==> src/hw/sarc_pkg.sv <==
package sarc_pkg;

  // ----------------------------------------------------------------
  // Register map
  // ----------------------------------------------------------------
  localparam int        ADDR_W          = 10;
  localparam int        DATA_W          = 8;
  localparam logic [9:0] TEMP_LOW_ADDR  = 10'h208;
  localparam logic [9:0] TEMP_HIGH_ADDR = 10'h209;
  localparam logic [9:0] HUMID_LOW_ADDR = 10'h20a;
  localparam logic [9:0] HUMID_HIGH_ADDR = 10'h20b;
  localparam logic [9:0] TEMP_CTRL_ADDR = 10'h210;
  localparam logic [9:0] HUMID_CTRL_ADDR = 10'h211;
  localparam logic [9:0] CLOCK_CTRL_ADDR = 10'h212;
  localparam logic [9:0] ALARM_FLAGS_ADDR = 10'h214;

  // ----------------------------------------------------------------
  // Field layout
  // ----------------------------------------------------------------
  localparam int LOW_EN_BIT     = 0;
  localparam int HIGH_EN_BIT    = 1;
  localparam int OSC_RUN_BIT    = 0;
  localparam int SEC_UNIT_BIT   = 1;
  localparam int TEMP_LOW_FLAG  = 0;
  localparam int TEMP_HIGH_FLAG = 1;
  localparam int HUMID_LOW_FLAG = 2;
  localparam int HUMID_HIGH_FLAG = 3;
  localparam int BROWNOUT_FLAG  = 7;
  localparam int FLAG_W         = 4;
  localparam int EN_W           = 2;

  localparam logic [7:0] ZERO_FILL   = 8'h00;
  localparam logic [7:0] HUMID_FILL  = 8'hfc;
  localparam logic [7:0] FLAGS_FILL  = 8'h70;
  localparam logic [7:0] UNMAPPED_RD = 8'h00;
  localparam logic [7:0] BYTE_RESET  = 8'h00;
  localparam logic [1:0] EN_RESET    = 2'h0;
  localparam logic [3:0] FLAG_RESET  = 4'h0;

  // ----------------------------------------------------------------
  // Timing
  // ----------------------------------------------------------------
  localparam int         SECS_PER_MIN = 60;
  localparam logic [5:0] MIN_LAST     = 6'(SECS_PER_MIN - 1);
  localparam logic [5:0] MIN_RESET    = 6'h00;

  typedef enum logic {SARC_RD_IDLE, SARC_RD_ANSWER} sarc_rd_state_t;

endpackage

==> src/hw/sarc_cmp_if.sv <==
`timescale 1ns/10ps
interface sarc_cmp_if;
  logic [7:0] temp_low;
  logic [7:0] temp_high;
  logic [7:0] humid_low;
  logic [7:0] humid_high;
  logic [1:0] temp_en;
  logic [1:0] humid_en;
  logic       mission;
  logic       temp_valid;
  logic       humid_valid;
  logic [7:0] temp_msb;
  logic [7:0] humid_msb;
  logic [3:0] hits;

  modport ctrl (output temp_low, temp_high, humid_low, humid_high, temp_en, humid_en,
                output mission, temp_valid, humid_valid, temp_msb, humid_msb,
                input  hits);
  modport eval (input  temp_low, temp_high, humid_low, humid_high, temp_en, humid_en,
                input  mission, temp_valid, humid_valid, temp_msb, humid_msb,
                output hits);
endinterface

==> src/hw/sarc_alarm_eval.sv <==
`timescale 1ns/10ps
module sarc_alarm_eval (
  // Thresholds, enables, samples in; hits out
  sarc_cmp_if.eval cmp
);

  // ----------------------------------------------------------------
  // Comparisons
  // ----------------------------------------------------------------
  // Unsigned, inclusive: a sample equal to the threshold alarms
  function automatic logic at_or_below(input logic [7:0] v, input logic [7:0] lim);
    at_or_below = (v <= lim);
  endfunction

  function automatic logic at_or_above(input logic [7:0] v, input logic [7:0] lim);
    at_or_above = (v >= lim);
  endfunction

  logic temp_go;
  logic humid_go;

  assign temp_go  = cmp.mission & cmp.temp_valid;
  assign humid_go = cmp.mission & cmp.humid_valid;

  always_comb begin
    cmp.hits = sarc_pkg::FLAG_RESET;
    cmp.hits[sarc_pkg::TEMP_LOW_FLAG] = temp_go                      // see RULE1
      & cmp.temp_en[sarc_pkg::LOW_EN_BIT]                            // see RULE2
      & at_or_below(cmp.temp_msb, cmp.temp_low);                     // see RULE17
    cmp.hits[sarc_pkg::TEMP_HIGH_FLAG] = temp_go
      & cmp.temp_en[sarc_pkg::HIGH_EN_BIT]                           // see RULE3
      & at_or_above(cmp.temp_msb, cmp.temp_high);
    cmp.hits[sarc_pkg::HUMID_LOW_FLAG] = humid_go                    // see RULE6
      & cmp.humid_en[sarc_pkg::LOW_EN_BIT]                           // see RULE7
      & at_or_below(cmp.humid_msb, cmp.humid_low);                   // see RULE18
    cmp.hits[sarc_pkg::HUMID_HIGH_FLAG] = humid_go
      & cmp.humid_en[sarc_pkg::HIGH_EN_BIT]                          // see RULE8
      & at_or_above(cmp.humid_msb, cmp.humid_high);
  end

endmodule

==> src/hw/sarc_ctrl.sv <==
// Function
// RULE1: Temperature alarm needs both an alarming reading and its enable bit.
// RULE2: In mission, reading at or below low threshold sets low flag if enabled.
// RULE3: In mission, reading at or above high threshold sets high flag if enabled.
// RULE4: Temperature control register: bit 0 low enable, bit 1 high enable.
// RULE5: Temperature low and high flags live in the alarm flags register.
// RULE6: Humidity alarm needs both an alarming reading and its enable bit.
// RULE7: In mission, humidity at or below low threshold sets flag if enabled.
// RULE8: In mission, humidity at or above high threshold sets flag if enabled.
// RULE9: Humidity low and high flags live in the alarm flags register.
// RULE10: During a mission the control registers are read only.
// RULE11: Upper six bits of temperature and clock control read zero.
// RULE12: Upper six bits of humidity control always read one.
// RULE13: Clock control bit 0 runs the oscillator; zero stops it.
// RULE14: Host must not request a conversion while the oscillator is stopped.
// RULE15: Clock control bit 1 selects seconds when one, minutes when zero.
// RULE16: Host should stop the oscillator whenever the device is idle.
// RULE17: Temperature comparison uses only the result's upper byte.
// RULE18: Humidity comparison uses only the raw reading's upper byte.
// RULE19: Alarm flags stay set for the rest of the mission.
`timescale 1ns/10ps
module sarc_ctrl (
  // Clock and reset
  input  wire logic        mclk,
  input  wire logic        reset_n,
  input  wire logic        clk_en,
  // Register port from the serial command layer
  input  wire logic [9:0]  reg_addr,
  input  wire logic        reg_wr,
  input  wire logic [7:0]  reg_wdata,
  input  wire logic        reg_rd,
  output logic      [7:0]  reg_rdata,
  output logic             reg_rvalid,
  // Mission sequencer
  input  wire logic        mission_active,
  input  wire logic        mission_start,
  input  wire logic        brownout_event,
  // Conversion results
  input  wire logic [15:0] temp_result,
  input  wire logic        temp_valid,
  input  wire logic [15:0] humid_result,
  input  wire logic        humid_valid,
  // Conversion requests
  input  wire logic        conv_req,
  output logic             conv_start,
  output logic             conv_refused,
  // Real-time clock
  input  wire logic        second_tick,
  output logic             oscillator_run,
  output logic             seconds_unit_select,
  output logic             sample_unit_tick,
  // Alarm summary
  output logic             alarm_any
);

  // ----------------------------------------------------------------
  // Reset release
  // ----------------------------------------------------------------
  logic rst_meta_reg;
  logic rst_sync_reg;

  always_ff @(posedge mclk or negedge reset_n) begin
    if (!reset_n) begin
      rst_meta_reg <= 1'b0;
      rst_sync_reg <= 1'b0;
    end else begin
      rst_meta_reg <= 1'b1;
      rst_sync_reg <= rst_meta_reg;
    end
  end

  logic rst_n;
  assign rst_n = rst_sync_reg;

  // ----------------------------------------------------------------
  // Register state
  // ----------------------------------------------------------------
  logic [7:0] temp_low_threshold_reg;
  logic [7:0] temp_high_threshold_reg;
  logic [7:0] humid_low_threshold_reg;
  logic [7:0] humid_high_threshold_reg;
  logic [1:0] temp_alarm_enables_reg;
  logic [1:0] humid_alarm_enables_reg;
  logic [1:0] clock_control_reg;
  logic [3:0] alarm_flags_reg;
  logic       brownout_flag_reg;

  logic temp_low_alarm_enable;
  logic temp_high_alarm_enable;
  logic humid_low_alarm_enable;
  logic humid_high_alarm_enable;

  assign temp_low_alarm_enable   = temp_alarm_enables_reg[sarc_pkg::LOW_EN_BIT];
  assign temp_high_alarm_enable  = temp_alarm_enables_reg[sarc_pkg::HIGH_EN_BIT];
  assign humid_low_alarm_enable  = humid_alarm_enables_reg[sarc_pkg::LOW_EN_BIT];
  assign humid_high_alarm_enable = humid_alarm_enables_reg[sarc_pkg::HIGH_EN_BIT];

  // Writes land only outside a mission
  logic wr_ok;
  assign wr_ok = clk_en & reg_wr & ~mission_active;           // see RULE10

  function automatic logic hit(input logic [9:0] a, input logic [9:0] target);
    hit = (a == target);
  endfunction

  // ----------------------------------------------------------------
  // Write strobes
  // ----------------------------------------------------------------
  // One strobe per writable register; the flag register and unmapped
  // addresses decode to nothing, so writes there vanish silently.
  logic wr_temp_low;
  logic wr_temp_high;
  logic wr_humid_low;
  logic wr_humid_high;
  logic wr_temp_ctrl;
  logic wr_humid_ctrl;
  logic wr_clock_ctrl;

  assign wr_temp_low   = wr_ok & hit(reg_addr, sarc_pkg::TEMP_LOW_ADDR);
  assign wr_temp_high  = wr_ok & hit(reg_addr, sarc_pkg::TEMP_HIGH_ADDR);
  assign wr_humid_low  = wr_ok & hit(reg_addr, sarc_pkg::HUMID_LOW_ADDR);
  assign wr_humid_high = wr_ok & hit(reg_addr, sarc_pkg::HUMID_HIGH_ADDR);
  assign wr_temp_ctrl  = wr_ok & hit(reg_addr, sarc_pkg::TEMP_CTRL_ADDR);
  assign wr_humid_ctrl = wr_ok & hit(reg_addr, sarc_pkg::HUMID_CTRL_ADDR);
  assign wr_clock_ctrl = wr_ok & hit(reg_addr, sarc_pkg::CLOCK_CTRL_ADDR);

  // ----------------------------------------------------------------
  // Thresholds
  // ----------------------------------------------------------------
  // Thresholds lock with the control registers so a mission sees
  // one consistent set of limits from start to stop.
  always_ff @(posedge mclk or negedge rst_n) begin
    if (!rst_n) begin
      temp_low_threshold_reg   <= sarc_pkg::BYTE_RESET;
      temp_high_threshold_reg  <= sarc_pkg::BYTE_RESET;
      humid_low_threshold_reg  <= sarc_pkg::BYTE_RESET;
      humid_high_threshold_reg <= sarc_pkg::BYTE_RESET;
    end else begin
      if (wr_temp_low) begin
        temp_low_threshold_reg <= reg_wdata;
      end
      if (wr_temp_high) begin
        temp_high_threshold_reg <= reg_wdata;
      end
      if (wr_humid_low) begin
        humid_low_threshold_reg <= reg_wdata;
      end
      if (wr_humid_high) begin
        humid_high_threshold_reg <= reg_wdata;
      end
    end
  end

  // ----------------------------------------------------------------
  // Control registers
  // ----------------------------------------------------------------
  // Only the two live bits are stored; the rest cannot be changed
  always_ff @(posedge mclk or negedge rst_n) begin
    if (!rst_n) begin
      temp_alarm_enables_reg <= sarc_pkg::EN_RESET;
    end else if (wr_temp_ctrl) begin
      temp_alarm_enables_reg <= reg_wdata[sarc_pkg::EN_W-1:0];   // see RULE4
    end
  end

  always_ff @(posedge mclk or negedge rst_n) begin
    if (!rst_n) begin
      humid_alarm_enables_reg <= sarc_pkg::EN_RESET;
    end else if (wr_humid_ctrl) begin
      humid_alarm_enables_reg <= reg_wdata[sarc_pkg::EN_W-1:0];
    end
  end

  always_ff @(posedge mclk or negedge rst_n) begin
    if (!rst_n) begin
      clock_control_reg <= sarc_pkg::EN_RESET;
    end else if (wr_clock_ctrl) begin
      clock_control_reg <= reg_wdata[sarc_pkg::EN_W-1:0];        // see RULE13
    end
  end

  assign oscillator_run      = clock_control_reg[sarc_pkg::OSC_RUN_BIT];   // see RULE13
  assign seconds_unit_select = clock_control_reg[sarc_pkg::SEC_UNIT_BIT];  // see RULE15

  // ----------------------------------------------------------------
  // Alarm evaluation
  // ----------------------------------------------------------------
  sarc_cmp_if cmp ();

  assign cmp.temp_low    = temp_low_threshold_reg;
  assign cmp.temp_high   = temp_high_threshold_reg;
  assign cmp.humid_low   = humid_low_threshold_reg;
  assign cmp.humid_high  = humid_high_threshold_reg;
  assign cmp.temp_en     = {temp_high_alarm_enable, temp_low_alarm_enable};
  assign cmp.humid_en    = {humid_high_alarm_enable, humid_low_alarm_enable};
  assign cmp.mission     = mission_active;
  assign cmp.temp_valid  = temp_valid;
  assign cmp.humid_valid = humid_valid;
  assign cmp.temp_msb    = temp_result[15:8];                 // see RULE17
  assign cmp.humid_msb   = humid_result[15:8];                // see RULE18

  sarc_alarm_eval u_eval (
    .cmp (cmp.eval)
  );

  // ----------------------------------------------------------------
  // Sticky flags
  // ----------------------------------------------------------------
  // Cleared only when a new mission starts; a hit in that same cycle
  // still sets its flag so a first-sample alarm is never lost.
  always_ff @(posedge mclk or negedge rst_n) begin
    if (!rst_n) begin
      alarm_flags_reg <= sarc_pkg::FLAG_RESET;
    end else if (clk_en) begin
      if (mission_start) begin
        alarm_flags_reg <= cmp.hits;
      end else begin
        alarm_flags_reg <= alarm_flags_reg | cmp.hits;        // see RULE19
      end
    end
  end

  always_ff @(posedge mclk or negedge rst_n) begin
    if (!rst_n) begin
      brownout_flag_reg <= 1'b0;
    end else if (clk_en) begin
      if (brownout_event) begin
        brownout_flag_reg <= 1'b1;
      end else if (mission_start) begin
        brownout_flag_reg <= 1'b0;
      end
    end
  end

  assign alarm_any = |alarm_flags_reg;

  // ----------------------------------------------------------------
  // Conversion guard
  // ----------------------------------------------------------------
  // A conversion with the oscillator stopped would wedge the sensor
  // front end; refuse it here rather than trust every host.
  always_ff @(posedge mclk or negedge rst_n) begin
    if (!rst_n) begin
      conv_start   <= 1'b0;
      conv_refused <= 1'b0;
    end else if (clk_en) begin
      conv_start   <= conv_req & oscillator_run;             // see RULE14
      conv_refused <= conv_req & ~oscillator_run;
    end
  end

  // ----------------------------------------------------------------
  // Sample-rate unit
  // ----------------------------------------------------------------
  // Seconds into the current minute; restarts whenever the oscillator
  // stops, so a fresh start never fires a short first minute.
  logic [5:0] sec_count_reg;

  always_ff @(posedge mclk or negedge rst_n) begin
    if (!rst_n) begin
      sec_count_reg <= sarc_pkg::MIN_RESET;
    end else if (clk_en) begin
      if (!oscillator_run) begin
        sec_count_reg <= sarc_pkg::MIN_RESET;
      end else if (second_tick) begin
        if (sec_count_reg == sarc_pkg::MIN_LAST) begin
          sec_count_reg <= sarc_pkg::MIN_RESET;
        end else begin
          sec_count_reg <= sec_count_reg + 6'h01;
        end
      end
    end
  end

  // Stopped oscillator means no time base at all
  always_ff @(posedge mclk or negedge rst_n) begin
    if (!rst_n) begin
      sample_unit_tick <= 1'b0;
    end else if (clk_en) begin
      sample_unit_tick <= oscillator_run & second_tick
        & (seconds_unit_select | (sec_count_reg == sarc_pkg::MIN_LAST));  // see RULE15
    end
  end

  // ----------------------------------------------------------------
  // Read path
  // ----------------------------------------------------------------
  // Unmapped addresses read as zero rather than echoing a neighbour
  function automatic logic [7:0] read_mux(input logic [9:0] a);
    case (a)
      sarc_pkg::TEMP_LOW_ADDR:   read_mux = temp_low_threshold_reg;
      sarc_pkg::TEMP_HIGH_ADDR:  read_mux = temp_high_threshold_reg;
      sarc_pkg::HUMID_LOW_ADDR:  read_mux = humid_low_threshold_reg;
      sarc_pkg::HUMID_HIGH_ADDR: read_mux = humid_high_threshold_reg;
      sarc_pkg::TEMP_CTRL_ADDR:
        read_mux = sarc_pkg::ZERO_FILL | {6'h00, temp_alarm_enables_reg};    // see RULE11
      sarc_pkg::HUMID_CTRL_ADDR:
        read_mux = sarc_pkg::HUMID_FILL | {6'h00, humid_alarm_enables_reg};  // see RULE12
      sarc_pkg::CLOCK_CTRL_ADDR:
        read_mux = sarc_pkg::ZERO_FILL | {6'h00, clock_control_reg};         // see RULE11
      sarc_pkg::ALARM_FLAGS_ADDR:
        read_mux = sarc_pkg::FLAGS_FILL | {brownout_flag_reg, 3'h0,
                                           alarm_flags_reg};    // see RULE5 see RULE9
      default:                   read_mux = sarc_pkg::UNMAPPED_RD;
    endcase
  endfunction

  sarc_pkg::sarc_rd_state_t rd_state_reg;
  sarc_pkg::sarc_rd_state_t rd_state_next;

  always_comb begin
    case (rd_state_reg)
      sarc_pkg::SARC_RD_IDLE: begin
        rd_state_next = reg_rd ? sarc_pkg::SARC_RD_ANSWER : sarc_pkg::SARC_RD_IDLE;
      end
      sarc_pkg::SARC_RD_ANSWER: begin
        rd_state_next = sarc_pkg::SARC_RD_IDLE;
      end
      default: begin
        rd_state_next = sarc_pkg::SARC_RD_IDLE;
      end
    endcase
  end

  always_ff @(posedge mclk or negedge rst_n) begin
    if (!rst_n) begin
      rd_state_reg <= sarc_pkg::SARC_RD_IDLE;
    end else if (clk_en) begin
      rd_state_reg <= rd_state_next;
    end
  end

  // Data is captured with the request so the answer shows the
  // register as it stood when the read was asked for.
  always_ff @(posedge mclk or negedge rst_n) begin
    if (!rst_n) begin
      reg_rdata <= sarc_pkg::BYTE_RESET;
    end else if (clk_en && reg_rd && rd_state_reg == sarc_pkg::SARC_RD_IDLE) begin
      reg_rdata <= read_mux(reg_addr);
    end
  end

  assign reg_rvalid = (rd_state_reg == sarc_pkg::SARC_RD_ANSWER);

endmodule

==> config.mk <==
export PLATFORM = sky130hd
export DESIGN_NAME = sarc_ctrl
export DESIGN_NICKNAME = d
export VERILOG_FILES = /design/src/hw/sarc_pkg.sv /design/src/hw/sarc_cmp_if.sv /design/src/hw/sarc_alarm_eval.sv /design/src/hw/sarc_ctrl.sv
export SDC_FILE = /design/constraint.sdc
export NUM_CORES = 1
export LEC_CHECK = 0
export BUFFER_PORTS_ARGS = -buffer_cell sky130_fd_sc_hd__buf_2
export CAP_MARGIN = 20
export CORE_MARGIN = 4
export CORE_UTILIZATION = 45
export DETAILED_ROUTE_END_ITERATION = 12
export PLACE_DENSITY_LB_ADDON = 0.15
export SLEW_MARGIN = 20
export SYNTH_ARGS = -nofsm -noshare
export SYNTH_HDL_FRONTEND = slang
export SYNTH_SLANG_ARGS = --single-unit
==> constraint.sdc <==
create_clock -name mclk -period 3.1 [get_ports mclk]
set_input_delay 0.31 -clock mclk [delete_from_list [all_inputs] [get_ports mclk]]
set_output_delay 0.31 -clock mclk [all_outputs]
set_load 0.01 [all_outputs]
==> impl_metrics.ini, run 1 <==
[layout]
layout-drive-gt1-share_pct = 29.79
final_cells = 538
final_common_cell = dfrtp_1
final_cell_mix = 62 x dfrtp_1, 60 x buf_2, 41 x inv_1, 37 x mux2_2, 33 x ha_1
syn_to_final_growth_pct = 17.40
diodes = 0
layout.nets = 523

[sta]
finalCritPeriodShare_pct = 57.04
setup_slack_ns = 1.332
setup_viol = 0
whs_ns = 0.2057
hold_viol_final = 0
fmax_mhz = 565.5
drv_slew = 0
min_period_ns = 1.768
maxSlewHeadroom_pct = 60.80
rsz0062_at_grt = no
tns_ns = 0
fin_skew_ns = 0.01013
worstMarginPinSlew_ns = 0.5879

[yosys]
synth_fp_nets = 456
synth_seq_cells = 63
synth_area_um2 = 3754
synthFlopType = dfrtp_1
async_flop_share_pct = 100.0
synth_top_area_share_pct = 42.00
syn_inst = 361
synth_cell_types = 47
yosysWarnings = 0
synth_area_leaders = dfrtp_1 42%, mux2_2 11%, ha_1 11%
synth_area_per_cell_um2 = 10.40
synth-seq-area-share_pct = 42.00
synth_edf_count = 0
yosysTopAreaCell = dfrtp_1

[floorplan]
io_pins = 77
num_rows = 33
die-area_um2 = 9866
initial_utilization_pct = 45.91
fp.dieH_um = 99.33
core_area_um2 = 8175
die_x_um = 99.33

[cts]
root_buffer = clkbuf_8
clk_latency_ns = 0.34
cts_sinks = 63
ctsResizeCount = 0
cts.htree.levels = 3
cts_made_buffers = 9
path_clk_slew_ns = 0.07
clk_path_buf_depth = 2
cts_tree = done

[grt]
first_global_vias = 2943
track_usage_pct = 19.05
antenna_found_initial = 0
grt_first_pass_wirelength_um = 14650
grt-ovfl-total = 0
grt_max_degree = 47

[worst_setup_path]
ff2ff_setup_slack_ns = 1.37
crit_path_end_kind = primary output
critPathLaunch = alarm_flags_reg[1]
max_stage_delay_ns = 0.56
startpoint_type = flop
critPathKind = reg2out
crit_required_ns = 2.79
critical_path.cell_chain = or4_1, buf_2
r2r_end = alarm_flags_reg[3]
reg2reg_from = cmp.humid_high[0]
crit_fanout = 3
rr_worst_depth = 6
critPathSlowestCell = or4_1
arrival_ns = 1.46
cp-endpoint = alarm_any

[power_and_ir_drop]
max-vdd-ir-drop_uv = 202.1
p_total_w = 0.001797
power.density_nw_per_um2 = 407.7
p_leak_nw = 2.088

[placed_design]
place_ws_ns = 1.094
portBuffers = 60
dpl.cell_count = 521
gp_congestion = 0.7897
dp_hpwl_um = 6910

[detailed_routing]
route.final.wire_length_um = 8932
drc = 0
via_count = 2960
vias_per_cell = 5.502
drt_pass1_iterations = 4
antenna_left = 0
drt_iter0_drc = 114
wl_per_cell_um = 16.60

[status]
outcome = completed

[job]
drv_cap = 0

[worst_hold_path]
hold_path.class = in2reg
per-layer routing:
metal | track usage, % | routed length [um]
met1 | 26.15 | 4104
met2 | 30.42 | 4163
met3 | 3.226 | 508
met4 | 6.933 | 157
met5 | 0 | 0
final cells by class:
class,instances,area [um^2]
fill,779,3769
multi-input combinational,250,1993
clock inverter,5,81.33
inverter,41,153.9
sequential,63,1580
timing repair buffer,63,325.3
clock buffer,11,141.4
tap,105,131.4
cell families after synthesis:
kind of cell / count (synthesis) / share of synthesized area [%]
xor gates and xnor gates: 1 / 0.2334
adders and majority gates: 33 / 11.00
DFF: 63 / 42.00
other: 1 / 0.09990
and+or+nand+nor: 86 / 12.93
muxes: 47 / 15.47
buffers and inverters: 48 / 4.900
AOI/OAI and AO/OA: 82 / 13.37
cells in the mapped netlist, drive strengths merged, types with 3 or more instances:
cell type,count
dfrtp,63
inv,41
mux2,38
ha,33
nand2,30
o21ai,29
a21oi,23
nand4,10
nor3,9
nor2,7
a22oi,6
nand3,6
nor2b,6
mux4,5
and3,4
clkbuf,4
mux2i,4
buf,3
nand2b,3
o22ai,3
how the worst min path moves through the flow:
stage,from,endpoint,slack (ns),depth (start not counted)
CTS,brownout_event,brownout_flag_reg,0.21,2
global placement,reset_n,rst_meta_reg,0.09,1
global route,brownout_event,brownout_flag_reg,0.22,2
floorplan,reset_n,rst_meta_reg,0.01,0
detailed placement,reset_n,rst_meta_reg,0.1,1
finish,brownout_event,brownout_flag_reg,0.21,2
through the flow:
stage / cell area [um^2] / util (%)
6_report: 4407 / 53.90
5_1_grt: 4407 / 53.90
4_1_cts: 4404 / 53.87
3_5_place_dp: 4172 / 51.03
3_3_place_gp: 4172 / 51.03
2_1_floorplan: 3754 / -
power by group:
part / leakage [nW] / internal (W) / switching [W]
registers: 0.869 / 0.000830 / 0.0000155
clock network: 0.110 / 0.000475 / 0.000326
logic: 1.11 / 0.0000632 / 0.0000872
total: 2.09 / 0.00137 / 0.000429
critical path: cells and delay by family, from the launching register on:
family	cells	cell delay (ns)
simple gates	1	0.56
flops	1	0.40
buf+inv	1	0.17
repair_timing:
action | in CTS | in global routing
buffers inserted | 0 | 0
endpoints found under the hold margin | 2 | 0
hold buffers | 1 | 0
Power figures use the tool's default switching activity.
==> inputs of run 2 (changes only) <==
==> constraint.sdc (replaced) <==
create_clock -name mclk -period 1.6 [get_ports mclk]
set_input_delay 0.16 -clock mclk [delete_from_list [all_inputs] [get_ports mclk]]
set_output_delay 0.16 -clock mclk [all_outputs]
set_load 0.01 [all_outputs]
==> run 2 against run 1 <==
Core utilization up 3.3 points. Clock power increased by 91%. Via count rose by 4.6%. Highest routed layer unchanged. Sequential power rose by 92%. Clock skew is 0.0036 ns lower. Count of clock-buffer cells in the layout increased by 1. Largest cell class unchanged.
==> impl_metrics.ini, run 2 (same netlist as run 1, synthesis figures left out) <==
[detailed_routing]
route.final.wire_length_um = 9570
drt_iter0_drc = 114
drt_pass1_iterations = 5
antenna_left = 0
wl_per_cell_um = 16.88
drc = 0
vias_per_cell = 5.460
via_count = 3096

[floorplan]
initial_utilization_pct = 45.91
core_area_um2 = 8175
fp.dieH_um = 99.33
die_x_um = 99.33
io_pins = 77
num_rows = 33
die-area_um2 = 9866

[layout]
syn_to_final_growth_pct = 24.53
layout.nets = 552
final_common_cell = dfrtp_1
fin_util_pct = 57.18
final_cells = 567
layout-drive-gt1-share_pct = 35.71
diodes = 0
fillers = 779
final_cell_mix = 62 x dfrtp_1, 59 x buf_2, 41 x inv_1, 37 x mux2_2, 32 x ha_1

[sta]
min_period_ns = 1.594
fin_skew_ns = 0.006501
rsz0062_at_grt = yes
setup_slack_ns = 0.006324
hold_viol_final = 0
whs_ns = 0.05174
finalCritPeriodShare_pct = 99.60
setup_viol = 0
drv_slew = 0
fmax_mhz = 627.5

[worst_hold_path]
min-delay-start = brownout_event
hold_path.class = in2reg
min_to = brownout_flag_reg
hold_depth = 2

[worst_setup_path]
crit_fanout = 2
rr_worst_depth = 6
r2r_end = alarm_flags_reg[3]
crit_path_end_kind = flop
startpoint_type = flop
crit_required_ns = 1.83
arrival_ns = 1.82
reg2reg_from = cmp.humid_high[0]
critPathSlowestCell = dfrtp_1
critPathKind = reg2reg
max_stage_delay_ns = 0.39
ff2ff_setup_slack_ns = 0.006
critical_path.cell_chain = ha_1, nand2b_4, a21o_1, a211o_1, a21oi_2, o21ai_1

[status]
outcome = completed

[grt]
grt_first_pass_wirelength_um = 15510
track_usage_pct = 20.47
first_global_vias = 3106
grt-ovfl-total = 0
antenna_found_initial = 0
grt_max_degree = 62

[cts]
cts_tree = done
cts_sinks = 63
cts.htree.levels = 3
clk_path_buf_depth = 2
cts_made_buffers = 9
path_clk_slew_ns = 0.07
root_buffer = clkbuf_8
clk_latency_ns = 0.34

[power_and_ir_drop]
p_total_w = 0.003505
max-vdd-ir-drop_uv = 448.9
p_leak_nw = 2.238
power.density_nw_per_um2 = 749.8

[placed_design]
gp_congestion = 0.8343
portBuffers = 60
dpl.cell_count = 546
place_ws_ns = -0.1856
dp_hpwl_um = 7384

[job]
drv_cap = 0
-- run 2: cell types whose count changed in the layout (fill, tap and decap cells not counted), sizes merged --
| cell | change |
|---|---|
| clkbuf | +1 |
| clkinvlp | -1 |
| buf | +29 |
-- run 2: worst max-delay path by stage --
stage,from,to,slack (ns)
3_5_place_dp,reg_addr[8],cmp.temp_low[7],-0.19
6_report,cmp.humid_high[0],alarm_flags_reg[3],0.006
2_1_floorplan,cmp.humid_high[0],alarm_flags_reg[3],0.11
4_1_cts,cmp.humid_high[0],alarm_flags_reg[3],-0.01
3_3_place_gp,reg_addr[8],cmp.humid_high[1],-0.11
5_1_grt,cmp.humid_high[0],alarm_flags_reg[3],-0.04
-- run 2: timing repair --
| action | 4_1_cts | 5_1_grt |
|---|---|---|
| pin swaps | 4 | 2 |
| setup endpoints to repair | 3 | 8 |
| setup buffers | 3 | 1 |
| endpoints found under the hold margin | 2 | 0 |
| cloned | 0 | 0 |
| hold buffers | 1 | 0 |
| gates resized for setup | 3 | 9 |
-- run 2: critical path: cells and delay by family (launching register included) --
family / cells / cell delay, ns
compound gates: 4 / 0.68
flops: 1 / 0.39
simple gates: 1 / 0.13
fa+ha+maj: 1 / 0.27
-- run 2: where the power goes --
| part | leakage, nW | internal [W] | switching (W) |
|---|---|---|---|
| clock network | 0.110 | 0.000916 | 0.000613 |
| registers | 0.869 | 0.00161 | 0.00000983 |
| logic | 1.26 | 0.000156 | 0.000202 |
| total | 2.24 | 0.00268 | 0.000825 |
-- run 2: metrics by stage --
| stage | TNS [ns] | instance area, um^2 |
|---|---|---|
| finish | 0 | 4674 |
| global route | -0.08120 | 4674 |
| CTS | -0.01342 | 4631 |
| detailed placement | -5.206 | 4372 |
| global placement | -2.974 | 4372 |
| floorplan | 0 | 3755 |
-- run 2: per-layer routing --
| layer | wire, um | track usage [%] | vias to the layer above |
|---|---|---|---|
| met5 | 0 | 0 | - |
| met4 | 137 | 6.618 | 0 |
| met1 | 4302 | 27.33 | 1519 |
| met2 | 4579 | 32.59 | 72 |
| met3 | 551 | 5.400 | 8 |
| li1 | - | - | 1497 |
-- run 2: layout make-up --
| type | instances | area (um^2) | share of cell area (%) |
|---|---|---|---|
| timing repair buffer | 92 | 561.8 | 12.02 |
| sequential | 63 | 1578 | 33.75 |
| inverter | 41 | 153.9 | 3.292 |
| clock inverter | 4 | 70.07 | 1.499 |
| tap | 105 | 131.4 | 2.810 |
| clock buffer | 12 | 145.1 | 3.105 |
| multi-input combinational | 250 | 2034 | 43.52 |
==> inputs of run 3 (changes only) <==
==> constraint.sdc (replaced) <==
create_clock -name mclk -period 1.6 [get_ports mclk]
set_input_delay 0.48 -clock mclk [delete_from_list [all_inputs] [get_ports mclk]]
set_output_delay 0.48 -clock mclk [all_outputs]
set_load 0.01 [all_outputs]
==> run 3 against run 2 <==
The flow now finishes with violations (setup timing). Total power shrank 8.5%. Sequential power is essentially flat. Worst setup slack lost 0.28 ns. Core utilization grew 1.1 points. Combinational power grew 5.9%. Fmax shrank 15%. Global-route usage shrank 0.71 points. Via count grew 0.32%. Clock skew grew 0.0043 ns. Flip-flop and latch count is the same. Final cell count grew 1.8%. First-iteration DRC count shrank 1.8%. Critical path type is now reg2out. Critical endpoint is now alarm_any.
==> impl_metrics.ini, run 3 (same netlist as run 1, synthesis figures left out) <==
[cts]
cts.htree.levels = 3
path_clk_slew_ns = 0.07
cts_sinks = 63
root_buffer = clkbuf_8
cts_tree = done
clk_path_buf_depth = 2
cts_made_buffers = 9
clk_latency_ns = 0.35

[floorplan]
fp.dieH_um = 99.33
initial_utilization_pct = 45.91
die_x_um = 99.33
io_pins = 77
die-area_um2 = 9866
num_rows = 33
core_area_um2 = 8175

[power_and_ir_drop]
p_seq_share_pct = 50.4
p_leak_nw = 2.327
max-vdd-ir-drop_uv = 550.6
p_sw_w = 0.0008292
swShare_pct = 25.86
clock_power_share_pct = 37.8
internal-power_w = 0.002377
pwr-share-comb_pct = 11.8
power.density_nw_per_um2 = 673.2

[status]
outcome = complete, but fails checks
violations = setup timing

[worst_hold_path]
hold_path.class = reg2async

[layout]
final_cells = 577
fin_util_pct = 58.26
syn_to_final_growth_pct = 26.90
final_common_cell = dfrtp_1
final_cell_mix = 61 x dfrtp_1, 58 x buf_2, 41 x inv_1, 39 x buf_4, 37 x mux2_2
layout-drive-gt1-share_pct = 38.77
fillers = 726
diodes = 0
layout.nets = 562

[grt]
track_usage_pct = 19.77
antenna_found_initial = 0
first_global_vias = 3139
grt_max_degree = 62
grt-ovfl-total = 0
grt_first_pass_wirelength_um = 15170

[sta]
fmax_mhz = 532.5
rsz0062_at_grt = yes
setup_viol = 1
finalCritPeriodShare_pct = 117.4
hold_viol_final = 0
fin_skew_ns = 0.01083
tns_ns = -0.2781
setup_slack_ns = -0.2781
min_period_ns = 1.878
drv_slew = 0

[worst_setup_path]
crit_path_end_kind = primary output
crit_required_ns = 1.12
startpoint_type = flop
arrival_ns = 1.40
crit_fanout = 2
critPathKind = reg2out

[placed_design]
dpl.cell_count = 556
portBuffers = 60
dp_hpwl_um = 7150
gp_congestion = 0.8456

[detailed_routing]
wl_per_cell_um = 15.80
vias_per_cell = 5.383
drt_pass1_iterations = 6
antenna_left = 0
via_count = 3106
route.final.wire_length_um = 9115
drc = 0
drt_iter0_drc = 112

[job]
drv_cap = 0
==> run 3: cell count changes in the layout (fill, tap and decap cells not counted), moves of 2 or more <==
cell / delta
bufinv_16: -2
nor2_1: -2
nand2_4: +4
nor2_2: +2
buf_4: +9
nand2_2: -3
==> run 3: path summary, 6_finish.rpt <==
kind / from / to / slack, ns / cells after the start
max: alarm_flags_reg[2] / alarm_any / -0.28 / 2
min: rst_n / reg_rdata[5] / 0.26 / 1
max reg2reg: cmp.temp_high[0] / alarm_flags_reg[1] / 0.02 / 6
min reg2reg: rst_n / reg_rdata[5] / 0.26 / 1
max in group asynchronous: rst_n / clock_control_reg[0] / 1.03 / 1
min in group mclk: rst_meta_reg / rst_n / 0.35 / 0
==> run 3: power groups by stage <==
stage,clock network (W),logic [W],registers (W)
6_report,0.00121,0.000379,0.00162
5_1_grt,0.00133,0.000425,0.00162
2_1_floorplan,0,0.000154,0.00167
3_5_place_dp,0,0.000368,0.00165
4_1_cts,0.00125,0.000379,0.00162
3_3_place_gp,0,0.000359,0.00165
==> run 3: metal layers <==
layer | vias to the layer above | routed length, um | track usage, %
met1 | 1483 | 3991 | 25.09
li1 | 1526 | - | -
met4 | 0 | 125 | 4.832
met5 | - | 0 | 0
met2 | 86 | 4488 | 33.52
met3 | 11 | 510 | 5.470
==> run 3: layout make-up <==
class	count	area [um^2]	share of cell area, %
multi-input cells	250	2088	43.84
flip-flops and latches	63	1579	33.15
repair buffers	102	643.1	13.50
inverters	41	153.9	3.231
clock buffers	12	145.1	3.047
well taps	105	131.4	2.758
clock inverters	4	22.52	0.4728
==> run 3: critical path: stages (launching register included) <==
cell,delay (ns)
dfrtp_1,0.38
or4_4,0.54
buf_6,0.14
==> run 3: timing repair <==
item                                    in CTS  in global routing
endpoints found under the hold margin        2                  0
endpoints found under the setup margin      43                 29
hold buffers                                 1                  0
setup buffers                                3                  1
pin swaps                                    6                  1
resized for setup                            9                 11
==> run 3: through the flow <==
stage               instance area (um^2)  power [W]  setup WS, ns  hold slack [ns]
floorplan                           3784   0.001822       -0.1415           0.1844
global placement                    4463   0.002006       -0.4063           0.2661
finish                              4763   0.003206       -0.2781           0.2638
CTS                                 4702   0.003246       -0.3040           0.2973
detailed placement                  4463   0.002016       -0.4309           0.2679
global route                        4763   0.003368       -0.3162           0.3257
